### config.mk
export PLATFORM = sky130hd
export DESIGN_NAME = cb_regs
export DESIGN_NICKNAME = d
export VERILOG_FILES = /design/src/core/cb_pkg.sv /design/src/core/cb_regs.sv /design/src/core/cb_sync.sv /design/src/core/cb_pin_decode.sv
export SDC_FILE = /design/constraint.sdc
export NUM_CORES = 1
export LEC_CHECK = 0
export BUFFER_PORTS_ARGS = -buffer_cell sky130_fd_sc_hd__buf_4
export CELL_PAD_IN_SITES_DETAIL_PLACEMENT = 1
export CELL_PAD_IN_SITES_GLOBAL_PLACEMENT = 2
export CORE_ASPECT_RATIO = 1.2
export CORE_MARGIN = 3
export CORE_UTILIZATION = 30
export CTS_CLUSTER_DIAMETER = 150
export DETAILED_ROUTE_END_ITERATION = 12
export PLACE_DENSITY = 0.82
export SYNTH_ARGS = -nofsm -noshare
export SYNTH_HDL_FRONTEND = slang
export SYNTH_HIERARCHICAL = 1
export SYNTH_SLANG_ARGS = --single-unit
### constraint.sdc
create_clock -name i_mclk -period 2.2 [get_ports i_mclk]
set_clock_uncertainty 0.1 [all_clocks]
set_input_delay 0.22 -clock i_mclk [delete_from_list [all_inputs] [get_ports i_mclk]]
set_output_delay 0.22 -clock i_mclk [all_outputs]
set_load 0.1 [all_outputs]
### src/core/cb_pkg.sv
// constants, register map and pin tables for the second comparator's control logic
package cb_pkg;

  // special-function-register addresses
  localparam logic [7:0] ADDR_CONTROL    = 8'h9A;
  localparam logic [7:0] ADDR_MODE       = 8'h9C;
  localparam logic [7:0] ADDR_INPUT_SEL  = 8'h9E;

  // reset values
  localparam logic [7:0] RST_CONTROL     = 8'h00;
  localparam logic [7:0] RST_MODE        = 8'h02;
  localparam logic [7:0] RST_INPUT_SEL   = 8'h00;

  // control register fields
  localparam int CTL_ENABLE_BIT          = 7;
  localparam int CTL_RESULT_BIT          = 6;
  localparam int CTL_RISE_FLAG_BIT       = 5;
  localparam int CTL_FALL_FLAG_BIT       = 4;
  localparam int CTL_POS_HYST_LSB        = 2;
  localparam int CTL_NEG_HYST_LSB        = 0;
  localparam int HYST_W                  = 2;

  // mode register fields
  localparam int MODE_RISE_IE_BIT        = 5;
  localparam int MODE_FALL_IE_BIT        = 4;
  localparam int MODE_RESP_LSB           = 0;
  localparam int RESP_W                  = 2;

  // input select register fields
  localparam int SEL_NEG_LSB             = 4;
  localparam int SEL_POS_LSB             = 0;
  localparam int SEL_W                   = 3;

  // writable-bit masks; unused bits read zero and ignore writes
  localparam logic [7:0] MASK_INPUT_SEL  = 8'h77;
  localparam logic [7:0] MASK_MODE       = 8'h33;

  // highest legal pin select code
  localparam logic [2:0] SEL_MAX_CODE    = 3'h4;

  // pin encoding is {port[2:0], bit[2:0]}
  localparam int PIN_W                   = 6;

  // one decode shared by both input multiplexers and both package options
  function automatic logic [5:0] cb_pin_map(input logic is_neg, input logic pkg48, input logic [2:0] code);
    logic [5:0] pin;
    pin = 6'h00;
    unique case ({is_neg, pkg48, code})
      5'b1_0_000: pin = 6'h0B;
      5'b1_0_001: pin = 6'h0F;
      5'b1_0_010: pin = 6'h13;
      5'b1_0_011: pin = 6'h17;
      5'b1_0_100: pin = 6'h05;
      5'b1_1_000: pin = 6'h13;
      5'b1_1_001: pin = 6'h19;
      5'b1_1_010: pin = 6'h20;
      5'b1_1_011: pin = 6'h26;
      5'b1_1_100: pin = 6'h0A;
      5'b0_0_000: pin = 6'h0A;
      5'b0_0_001: pin = 6'h0E;
      5'b0_0_010: pin = 6'h12;
      5'b0_0_011: pin = 6'h16;
      5'b0_0_100: pin = 6'h04;
      5'b0_1_000: pin = 6'h12;
      5'b0_1_001: pin = 6'h18;
      5'b0_1_010: pin = 6'h1F;
      5'b0_1_011: pin = 6'h25;
      5'b0_1_100: pin = 6'h09;
      default:    pin = 6'h00;
    endcase
    return pin;
  endfunction

endpackage

### src/core/cb_regs.sv
// control, mode and input-select registers of the second analog comparator
`timescale 1ns/1ns
`default_nettype none
module cb_regs (
  input  wire logic       i_mclk,
  input  wire logic       i_reset,
  input  wire logic [7:0] i_sfr_addr,
  input  wire logic       i_sfr_wr,
  input  wire logic [7:0] i_sfr_wdata,
  input  wire logic       i_sfr_rd,
  output logic      [7:0] o_sfr_rdata,
  input  wire logic       i_pkg48,
  input  wire logic       i_cmp_out,
  output logic            o_cmp_b_enable,
  output logic      [1:0] o_pos_hyst_sel,
  output logic      [1:0] o_neg_hyst_sel,
  output logic      [2:0] o_inverting_pin_sel,
  output logic      [2:0] o_noninverting_pin_sel,
  output logic      [5:0] o_inverting_pin,
  output logic            o_inverting_pin_valid,
  output logic      [5:0] o_noninverting_pin,
  output logic            o_noninverting_pin_valid,
  output logic      [1:0] o_response_mode_sel,
  output logic            o_cmp_irq
);

  logic       wr_ctl;
  logic       wr_mode;
  logic       wr_sel;
  logic       cmp_sync;
  logic       cmp_prev_ff;
  logic       rise_edge;
  logic       fall_edge;
  logic       cmp_b_enable_ff;
  logic [1:0] pos_hyst_sel_ff;
  logic [1:0] neg_hyst_sel_ff;
  logic       rise_edge_flag_ff;
  logic       fall_edge_flag_ff;
  logic       nxt_rise_flag;
  logic       nxt_fall_flag;
  logic [7:0] cmp_b_input_select_reg_ff;
  logic [7:0] cmp_b_mode_reg_ff;
  logic [7:0] cmp_b_control_reg;
  logic [7:0] rdata_ff;
  logic [7:0] nxt_rdata;

  assign wr_ctl  = i_sfr_wr && (i_sfr_addr == cb_pkg::ADDR_CONTROL);
  assign wr_mode = i_sfr_wr && (i_sfr_addr == cb_pkg::ADDR_MODE);
  assign wr_sel  = i_sfr_wr && (i_sfr_addr == cb_pkg::ADDR_INPUT_SEL);

  cb_sync u_sync (
    .i_mclk  (i_mclk),
    .i_reset (i_reset),
    .i_async (i_cmp_out),
    .o_sync  (cmp_sync)
  );

  always_ff @(posedge i_mclk) begin
    if (i_reset) begin
      cmp_prev_ff <= 1'b0;
    end else begin
      cmp_prev_ff <= cmp_sync;
    end
  end

  // a disabled comparator's output is meaningless, so its edges are not flagged
  assign rise_edge = cmp_b_enable_ff && cmp_sync && !cmp_prev_ff;
  assign fall_edge = cmp_b_enable_ff && !cmp_sync && cmp_prev_ff;

  always_ff @(posedge i_mclk) begin
    if (i_reset) begin
      cmp_b_enable_ff <= cb_pkg::RST_CONTROL[cb_pkg::CTL_ENABLE_BIT];
      pos_hyst_sel_ff <= cb_pkg::RST_CONTROL[cb_pkg::CTL_POS_HYST_LSB +: cb_pkg::HYST_W];
      neg_hyst_sel_ff <= cb_pkg::RST_CONTROL[cb_pkg::CTL_NEG_HYST_LSB +: cb_pkg::HYST_W];
    end else if (wr_ctl) begin
      cmp_b_enable_ff <= i_sfr_wdata[cb_pkg::CTL_ENABLE_BIT];
      pos_hyst_sel_ff <= i_sfr_wdata[cb_pkg::CTL_POS_HYST_LSB +: cb_pkg::HYST_W];
      neg_hyst_sel_ff <= i_sfr_wdata[cb_pkg::CTL_NEG_HYST_LSB +: cb_pkg::HYST_W];
    end
  end

  // hardware edge wins over a same-cycle software write
  always_comb begin
    nxt_rise_flag = rise_edge_flag_ff;
    nxt_fall_flag = fall_edge_flag_ff;
    if (wr_ctl) begin
      nxt_rise_flag = i_sfr_wdata[cb_pkg::CTL_RISE_FLAG_BIT];
      nxt_fall_flag = i_sfr_wdata[cb_pkg::CTL_FALL_FLAG_BIT];
    end
    if (rise_edge) begin
      nxt_rise_flag = 1'b1;
    end
    if (fall_edge) begin
      nxt_fall_flag = 1'b1;
    end
  end

  always_ff @(posedge i_mclk) begin
    if (i_reset) begin
      rise_edge_flag_ff <= cb_pkg::RST_CONTROL[cb_pkg::CTL_RISE_FLAG_BIT];
      fall_edge_flag_ff <= cb_pkg::RST_CONTROL[cb_pkg::CTL_FALL_FLAG_BIT];
    end else begin
      rise_edge_flag_ff <= nxt_rise_flag;
      fall_edge_flag_ff <= nxt_fall_flag;
    end
  end

  always_ff @(posedge i_mclk) begin
    if (i_reset) begin
      cmp_b_input_select_reg_ff <= cb_pkg::RST_INPUT_SEL;
    end else if (wr_sel) begin
      cmp_b_input_select_reg_ff <= i_sfr_wdata & cb_pkg::MASK_INPUT_SEL;
    end
  end

  always_ff @(posedge i_mclk) begin
    if (i_reset) begin
      cmp_b_mode_reg_ff <= cb_pkg::RST_MODE;
    end else if (wr_mode) begin
      cmp_b_mode_reg_ff <= i_sfr_wdata & cb_pkg::MASK_MODE;
    end
  end

  cb_pin_decode #(
    .IS_NEG (1'b1)
  ) u_neg_decode (
    .i_mclk      (i_mclk),
    .i_reset     (i_reset),
    .i_pkg48     (i_pkg48),
    .i_code      (cmp_b_input_select_reg_ff[cb_pkg::SEL_NEG_LSB +: cb_pkg::SEL_W]),
    .o_pin       (o_inverting_pin),
    .o_pin_valid (o_inverting_pin_valid)
  );

  cb_pin_decode #(
    .IS_NEG (1'b0)
  ) u_pos_decode (
    .i_mclk      (i_mclk),
    .i_reset     (i_reset),
    .i_pkg48     (i_pkg48),
    .i_code      (cmp_b_input_select_reg_ff[cb_pkg::SEL_POS_LSB +: cb_pkg::SEL_W]),
    .o_pin       (o_noninverting_pin),
    .o_pin_valid (o_noninverting_pin_valid)
  );

  // result bit is the synchronised output, read-only
  always_comb begin
    cmp_b_control_reg = 8'h00;
    cmp_b_control_reg[cb_pkg::CTL_ENABLE_BIT] = cmp_b_enable_ff;
    cmp_b_control_reg[cb_pkg::CTL_RESULT_BIT] = cmp_sync;
    cmp_b_control_reg[cb_pkg::CTL_RISE_FLAG_BIT] = rise_edge_flag_ff;
    cmp_b_control_reg[cb_pkg::CTL_FALL_FLAG_BIT] = fall_edge_flag_ff;
    cmp_b_control_reg[cb_pkg::CTL_POS_HYST_LSB +: cb_pkg::HYST_W] = pos_hyst_sel_ff;
    cmp_b_control_reg[cb_pkg::CTL_NEG_HYST_LSB +: cb_pkg::HYST_W] = neg_hyst_sel_ff;
  end

  // unmapped addresses read zero
  always_comb begin
    unique case (i_sfr_addr)
      cb_pkg::ADDR_CONTROL:   nxt_rdata = cmp_b_control_reg;
      cb_pkg::ADDR_MODE:      nxt_rdata = cmp_b_mode_reg_ff;
      cb_pkg::ADDR_INPUT_SEL: nxt_rdata = cmp_b_input_select_reg_ff;
      default:                nxt_rdata = 8'h00;
    endcase
  end

  // read data held until the next read
  always_ff @(posedge i_mclk) begin
    if (i_reset) begin
      rdata_ff <= 8'h00;
    end else if (i_sfr_rd) begin
      rdata_ff <= nxt_rdata;
    end
  end

  assign o_sfr_rdata            = rdata_ff;
  assign o_cmp_b_enable         = cmp_b_enable_ff;
  assign o_pos_hyst_sel         = pos_hyst_sel_ff;
  assign o_neg_hyst_sel         = neg_hyst_sel_ff;
  assign o_inverting_pin_sel    = cmp_b_input_select_reg_ff[cb_pkg::SEL_NEG_LSB +: cb_pkg::SEL_W];
  assign o_noninverting_pin_sel = cmp_b_input_select_reg_ff[cb_pkg::SEL_POS_LSB +: cb_pkg::SEL_W];
  assign o_response_mode_sel    = cmp_b_mode_reg_ff[cb_pkg::MODE_RESP_LSB +: cb_pkg::RESP_W];
  assign o_cmp_irq = (rise_edge_flag_ff && cmp_b_mode_reg_ff[cb_pkg::MODE_RISE_IE_BIT])
                  || (fall_edge_flag_ff && cmp_b_mode_reg_ff[cb_pkg::MODE_FALL_IE_BIT]);

endmodule
`default_nettype wire

### src/core/cb_sync.sv
// two-flop synchroniser for the comparator's analog output
`timescale 1ns/1ns
`default_nettype none
module cb_sync (
  input  wire logic i_mclk,
  input  wire logic i_reset,
  input  wire logic i_async,
  output logic      o_sync
);
  logic meta_ff;
  logic sync_ff;

  // first stage feeds only the second stage
  always_ff @(posedge i_mclk) begin
    if (i_reset) begin
      meta_ff <= 1'b0;
      sync_ff <= 1'b0;
    end else begin
      meta_ff <= i_async;
      sync_ff <= meta_ff;
    end
  end

  assign o_sync = sync_ff;
endmodule
`default_nettype wire

### src/core/cb_pin_decode.sv
// registered decode of an input-select code to a port pin number
`timescale 1ns/1ns
`default_nettype none
module cb_pin_decode #(
  parameter bit IS_NEG = 1'b0
) (
  input  wire logic       i_mclk,
  input  wire logic       i_reset,
  input  wire logic       i_pkg48,
  input  wire logic [2:0] i_code,
  output logic      [5:0] o_pin,
  output logic            o_pin_valid
);
  logic [5:0] pin_ff;
  logic       valid_ff;

  always_ff @(posedge i_mclk) begin
    if (i_reset) begin
      pin_ff   <= 6'h00;
      valid_ff <= 1'b0;
    end else begin
      pin_ff   <= cb_pkg::cb_pin_map(IS_NEG, i_pkg48, i_code);
      // codes above the table route no pin
      valid_ff <= (i_code <= cb_pkg::SEL_MAX_CODE);
    end
  end

  assign o_pin       = pin_ff;
  assign o_pin_valid = valid_ff;
endmodule
`default_nettype wire

==> impl_metrics.json, run 1 <==
{
  "grt_start_max_net_pins": 46,
  "hp-class": "input port to register",
  "final.min_clock_period_ps": 1640,
  "synth_nets": 225,
  "cp-start-kind": "input port",
  "synth_top_area_share_pct": 43.6,
  "cap_violations": 0,
  "routed_via_density": 4.91,
  "rsz0062_at_grt": "no",
  "hold_viol": 0,
  "utilization_pct": 40.7,
  "fp.dieH_um": 93.9,
  "dieArea_mm2": 0.00744,
  "hold_depth": 2,
  "synth_top_area_cell": "dfxtp_1",
  "synthMuxAreaShare_pct": 10.2,
  "gp_congestion": 0.719,
  "dp_cells": 326,
  "clockBufferDepth": 2,
  "dp_hpwl_um": 3590,
  "final_nets": 278,
  "cts_root_buffer": "clkbuf_8",
  "final_common_cell": "buf_4",
  "p_leak_nw": 1.06,
  "core-area_mm2": 0.00613,
  "post-route-period-util_pct": 74.5,
  "crit_required_ps": 2280,
  "arrival_ps": 1720,
  "synth_top_family_by_area": "simple AND/OR/NAND/NOR gates",
  "max_slew_margin_pct": 67.9,
  "worst_pin_slew_ps": 480,
  "ioPinCount": 58,
  "crit-reg2reg-launch": "cmp_b_input_select_reg_ff[5]",
  "worstSetupStartpoint": "i_sfr_addr[0]",
  "dominantRegCellSynth": "dfxtp_1",
  "drt_wl_total_um": 4900,
  "drc": 0,
  "drt_first_pass_iters": 4,
  "start_util_pct": 31.5,
  "final_cell_mix": "58 x buf_4, 42 x dfxtp_1, 27 x nand2b_1, 14 x a21oi_1, 13 x mux2i_1",
  "hp-start": "i_cmp_out",
  "setup_slack_ps": 560,
  "syn_inst": 198,
  "post-route-cell-area_mm2": 0.00249,
  "fin_tns_setup_ps": 0,
  "gr-total-overflow": 0,
  "grt_pass1_vias": 1669,
  "area_growth_pct": 29.2,
  "synth_seq_cells": 42,
  "regToRegSetupSlack_ps": 790,
  "dr.first_iter.drc_count": 45,
  "antenna_left": 0,
  "postCtsHoldBufs": 0,
  "yosysSeqAreaShare_pct": 43.6,
  "synthesis.area_mm2": 0.00193,
  "io_buffers": 57,
  "place_ws_ps": 263,
  "cts-resized-gates": 0,
  "antenna_cells": 0,
  "cts_made_buffers": 5,
  "path_clk_slew_ps": 80,
  "grt_usage_pct": 13.8,
  "vias": 1641,
  "worstHoldEndpoint": "u_sync/meta_ff",
  "synthArstFlopShare_pct": 0,
  "clock_latency_ps": 290,
  "path_class": "input port to register",
  "power.total_mw": 1.50,
  "synth_compound_area_share_pct": 14.6,
  "rr_worst_depth": 4,
  "synth-simple-area-share_pct": 22.9,
  "fmax_mhz": 610,
  "synth_warnings": 6,
  "num_rows": 31,
  "synth_xor_area_share_pct": 0.454,
  "antenna_found_initial": 0,
  "final_layout_size_suffix_gt1_share_pct": 31.7,
  "place_area_mm2": 0.00240,
  "ir_drop_mv": 0.233,
  "setup_viol": 0,
  "synth_area_per_cell_um2": 9.75,
  "post_cts_buffers": 0,
  "h-tree-depth": 2,
  "finalNonFillerCells": 334,
  "grt_pass1_wl_um": 8020,
  "cts_tree": "built",
  "die_x_um": 79.2,
  "r2r-end": "u_neg_decode/o_pin[1]",
  "whs_ps": 27.5,
  "wl_per_cell_um": 14.7,
  "clock-sinks": 42,
  "p_per_area_mw_per_mm2": 602,
  "crit_fanout": 8,
  "synth_cell_types": 44,
  "synth_area_leaders": "dfxtp_1 44%, nand2b_1 8.7%, mux2i_1 6.7%",
  "slew_viol_final": 0,
  "synthAdderAreaFrac_pct": 3.24,
  "status": "finished clean",
  "end_kind": "register",
  "synth_edf_count": 0
}
## how the worst max path moves through the flow
stage | end | slack [ps] | cells past startpoint
after floorplan | u_neg_decode/o_pin[1] | 220 | 4
after global placement | cmp_b_input_select_reg_ff[5] | 270 | 4
after detailed placement | cmp_b_input_select_reg_ff[0] | 260 | 4
after CTS | o_inverting_pin_sel[2] | 570 | 1
after global routing | cmp_b_input_select_reg_ff[5] | 530 | 4
final | cmp_b_input_select_reg_ff[5] | 560 | 4
## where the power goes
group / internal [mW] / switching (mW)
Combinational: 0.0615 / 0.132
Sequential: 0.772 / 0.00394
Clock: 0.253 / 0.278
Total: 1.09 / 0.414
## cell families after synthesis
kind of cell	after synthesis
AND/OR/NAND/NOR	73
adder cells (fa/ha/maj)	5
AO/OA/AOI/OAI	39
XOR/XNOR	1
flip-flops	42
multiplexers	19
buffers and inverters	19
## worst max-delay path, stage by stage
cell and delay [ps]:
buf_4 110, or4b_1 680, or3_1 540, mux2i_1 160
## synth_stat cells (2+ instances only)
cell       instances
a22oi_1            4
nand4_1            4
nor3_1             2
clkbuf_1           5
buf_6              2
nand2_1            9
ha_1               5
a21oi_1           14
mux2i_1           13
and3b_1            2
mux2_2             6
buf_4              2
o21ai_0            4
o31ai_1            2
o32ai_1            2
inv_1              7
nor2_1             9
or4_1              2
o2111ai_1          3
a211oi_2           3
nor2b_1            6
dfxtp_1           42
nand3_1            3
nand2b_1          27
## layout make-up
type,instances,area [um^2]
clock buffer,6,82.6
clock inverter,2,12.5
fill,763,3630
inverter,7,26.3
multi-input combinational,137,993
sequential,42,841
tap,82,103
timing repair buffer,58,435
## state kept, by name, summed over array words and instances, names as in the netlist
signal and flops:
fall_edge_flag_ff 1, o_pos_hyst_sel 2, u_pos_decode/o_pin 6, u_sync/meta_ff 1
cmp_b_input_select_reg_ff 6, o_sfr_rdata 8, u_pos_decode/o_pin_valid 1, u_neg_decode/o_pin 6
u_neg_decode/o_pin_valid 1, cmp_prev_ff 1, o_cmp_b_enable 1, o_neg_hyst_sel 2
cmp_b_mode_reg_ff 4, u_sync/o_sync 1, rise_edge_flag_ff 1
## routing by layer
layer | vias up | GRT usage [%] | part of all wire, %
met2 | 49 | 23.6 | 49
li1 | 802 | - | -
met1 | 780 | 16.3 | 43
met5 | - | 0 | 0
met3 | 10 | 4.03 | 6.0
met4 | 0 | 5.16 | 1.6
Note: power is estimated with default switching activity, not from simulation.
==> run 2: changes to the inputs <==
Clock period 2.2 ns to 1.6 ns, I/O delays scaled along.
==> impl_metrics.json, run 2 (same netlist as run 1, synthesis figures left out) <==
{
  "cap_violations": 0,
  "end_kind": "register",
  "grt_pass1_wl_um": 8220,
  "fmax_mhz": 689,
  "antenna_cells": 0,
  "ir_drop_mv": 0.312,
  "dieArea_mm2": 0.00744,
  "clockBufferDepth": 2,
  "hp-class": "input port to register",
  "crit-reg2reg-launch": "cmp_b_input_select_reg_ff[5]",
  "p_per_area_mw_per_mm2": 807,
  "rsz0062_at_grt": "no",
  "clock-sinks": 42,
  "drt_first_pass_iters": 4,
  "final_layout_size_suffix_gt1_share_pct": 36.7,
  "area_growth_pct": 32.6,
  "start_util_pct": 31.5,
  "crit_required_ps": 1670,
  "grt_pass1_vias": 1712,
  "num_rows": 31,
  "worstHoldEndpoint": "o_cmp_b_enable",
  "antenna_left": 0,
  "cts_root_buffer": "clkbuf_8",
  "worst_pin_slew_ps": 429,
  "dp_hpwl_um": 3650,
  "whs_ps": 17.5,
  "die_x_um": 79.2,
  "gp_congestion": 0.732,
  "h-tree-depth": 2,
  "antenna_found_initial": 0,
  "crit_fanout": 5,
  "final_nets": 285,
  "routed_via_density": 4.86,
  "r2r-end": "u_neg_decode/o_pin[1]",
  "hold_depth": 3,
  "vias": 1657,
  "hold_viol": 0,
  "post_cts_buffers": 0,
  "utilization_pct": 41.8,
  "final_common_cell": "buf_4",
  "hp-start": "i_sfr_wdata[7]",
  "post-route-period-util_pct": 90.7,
  "cp-start-kind": "input port",
  "largest_reg_flops": 8,
  "status": "finished clean",
  "arrival_ps": 1520,
  "core-area_mm2": 0.00613,
  "final.min_clock_period_ps": 1450,
  "wl_per_cell_um": 14.4,
  "grt_usage_pct": 13.9,
  "rr_worst_depth": 4,
  "regToRegSetupSlack_ps": 300,
  "cts_made_buffers": 5,
  "ioPinCount": 58,
  "grt_start_max_net_pins": 46,
  "fp.dieH_um": 93.9,
  "slew_viol_final": 0,
  "p_leak_nw": 1.10,
  "dr.first_iter.drc_count": 51,
  "drc": 0,
  "clock_latency_ps": 290,
  "cp_slowest_cell": "or4b_1",
  "path_class": "input port to register",
  "cp_cell_sequence": "buf_4 -> or4b_1 -> or3_1 -> mux2i_1",
  "drt_wl_total_um": 4910,
  "gr-total-overflow": 0,
  "setup_viol": 0,
  "io_buffers": 57,
  "final_cell_mix": "64 x buf_4, 33 x dfxtp_1, 27 x nand2b_1, 14 x a21oi_1, 13 x mux2i_1",
  "path_clk_slew_ps": 80,
  "cts_tree": "built",
  "max_slew_margin_pct": 71.4,
  "max_stage_delay_ps": 610
}
## run 2: cell types whose count changed in the layout (fill, tap and decap cells not counted), sizes merged
cell and delta:
dlygate4sd3 +1, buf +6
## run 2: routing by layer
layer	vias up	global-route usage [%]	wire length, um
met5	-	0	0
met4	0	3.44	40
met3	5	3.84	313
met2	53	24.7	2480
met1	780	16.3	2080
li1	819	-	-
## run 2: how the worst max path moves through the flow
| stage | start | endpoint | slack (ps) | depth (start not counted) |
|---|---|---|---|---|
| floorplan | i_sfr_addr[0] | o_sfr_rdata[3] | -30 | 4 |
| finish | i_sfr_addr[0] | cmp_b_input_select_reg_ff[0] | 150 | 4 |
| global route | i_sfr_addr[0] | cmp_b_input_select_reg_ff[2] | 100 | 5 |
| detailed placement | i_sfr_addr[0] | cmp_b_input_select_reg_ff[0] | -170 | 4 |
| global placement | i_sfr_addr[0] | cmp_b_input_select_reg_ff[0] | -140 | 4 |
| CTS | i_sfr_addr[0] | cmp_b_input_select_reg_ff[0] | 150 | 4 |
## run 2: critical path: cells and delay by family
kind,cells,cell delay [ps]
buffers and inverters,1,110
AND/OR/NAND/NOR,2,1080
multiplexers,1,160
## run 2: area by class of cell
cell class / count / area [um^2]
clock buffers: 6 / 82.6
clock inverters: 2 / 12.5
fillers: 730 / 3570
inverters: 7 / 26.3
multi-input cells: 137 / 993
flip-flops and latches: 42 / 852
well taps: 82 / 103
repair buffers: 65 / 490
## run 2: where the power goes
group / switching [mW] / internal (mW)
registers: 0.00510 / 1.06
clock network: 0.376 / 0.347
logic: 0.183 / 0.0930
total: 0.564 / 1.50
## run 2: metrics by stage
step / worst slack, ps / power [mW] / instance area, um^2 / setup TNS, ps / instances
finish: 149 / 2.06 / 2560 / 0 / 341
global placement: -141 / 1.37 / 2450 / -1330 / 332
detailed placement: -174 / 1.37 / 2450 / -1560 / 332
floorplan: -26.0 / 1.27 / 1950 / -99.8 / 198
CTS: 146 / 2.10 / 2560 / 0 / 341
global route: 103 / 2.16 / 2560 / 0 / 341
## run 2: timing repair
item / 4_1_cts / 5_1_grt
hold endpoints to repair: 1 / 0
resized for setup: 0 / 0
hold buffers: 1 / 0
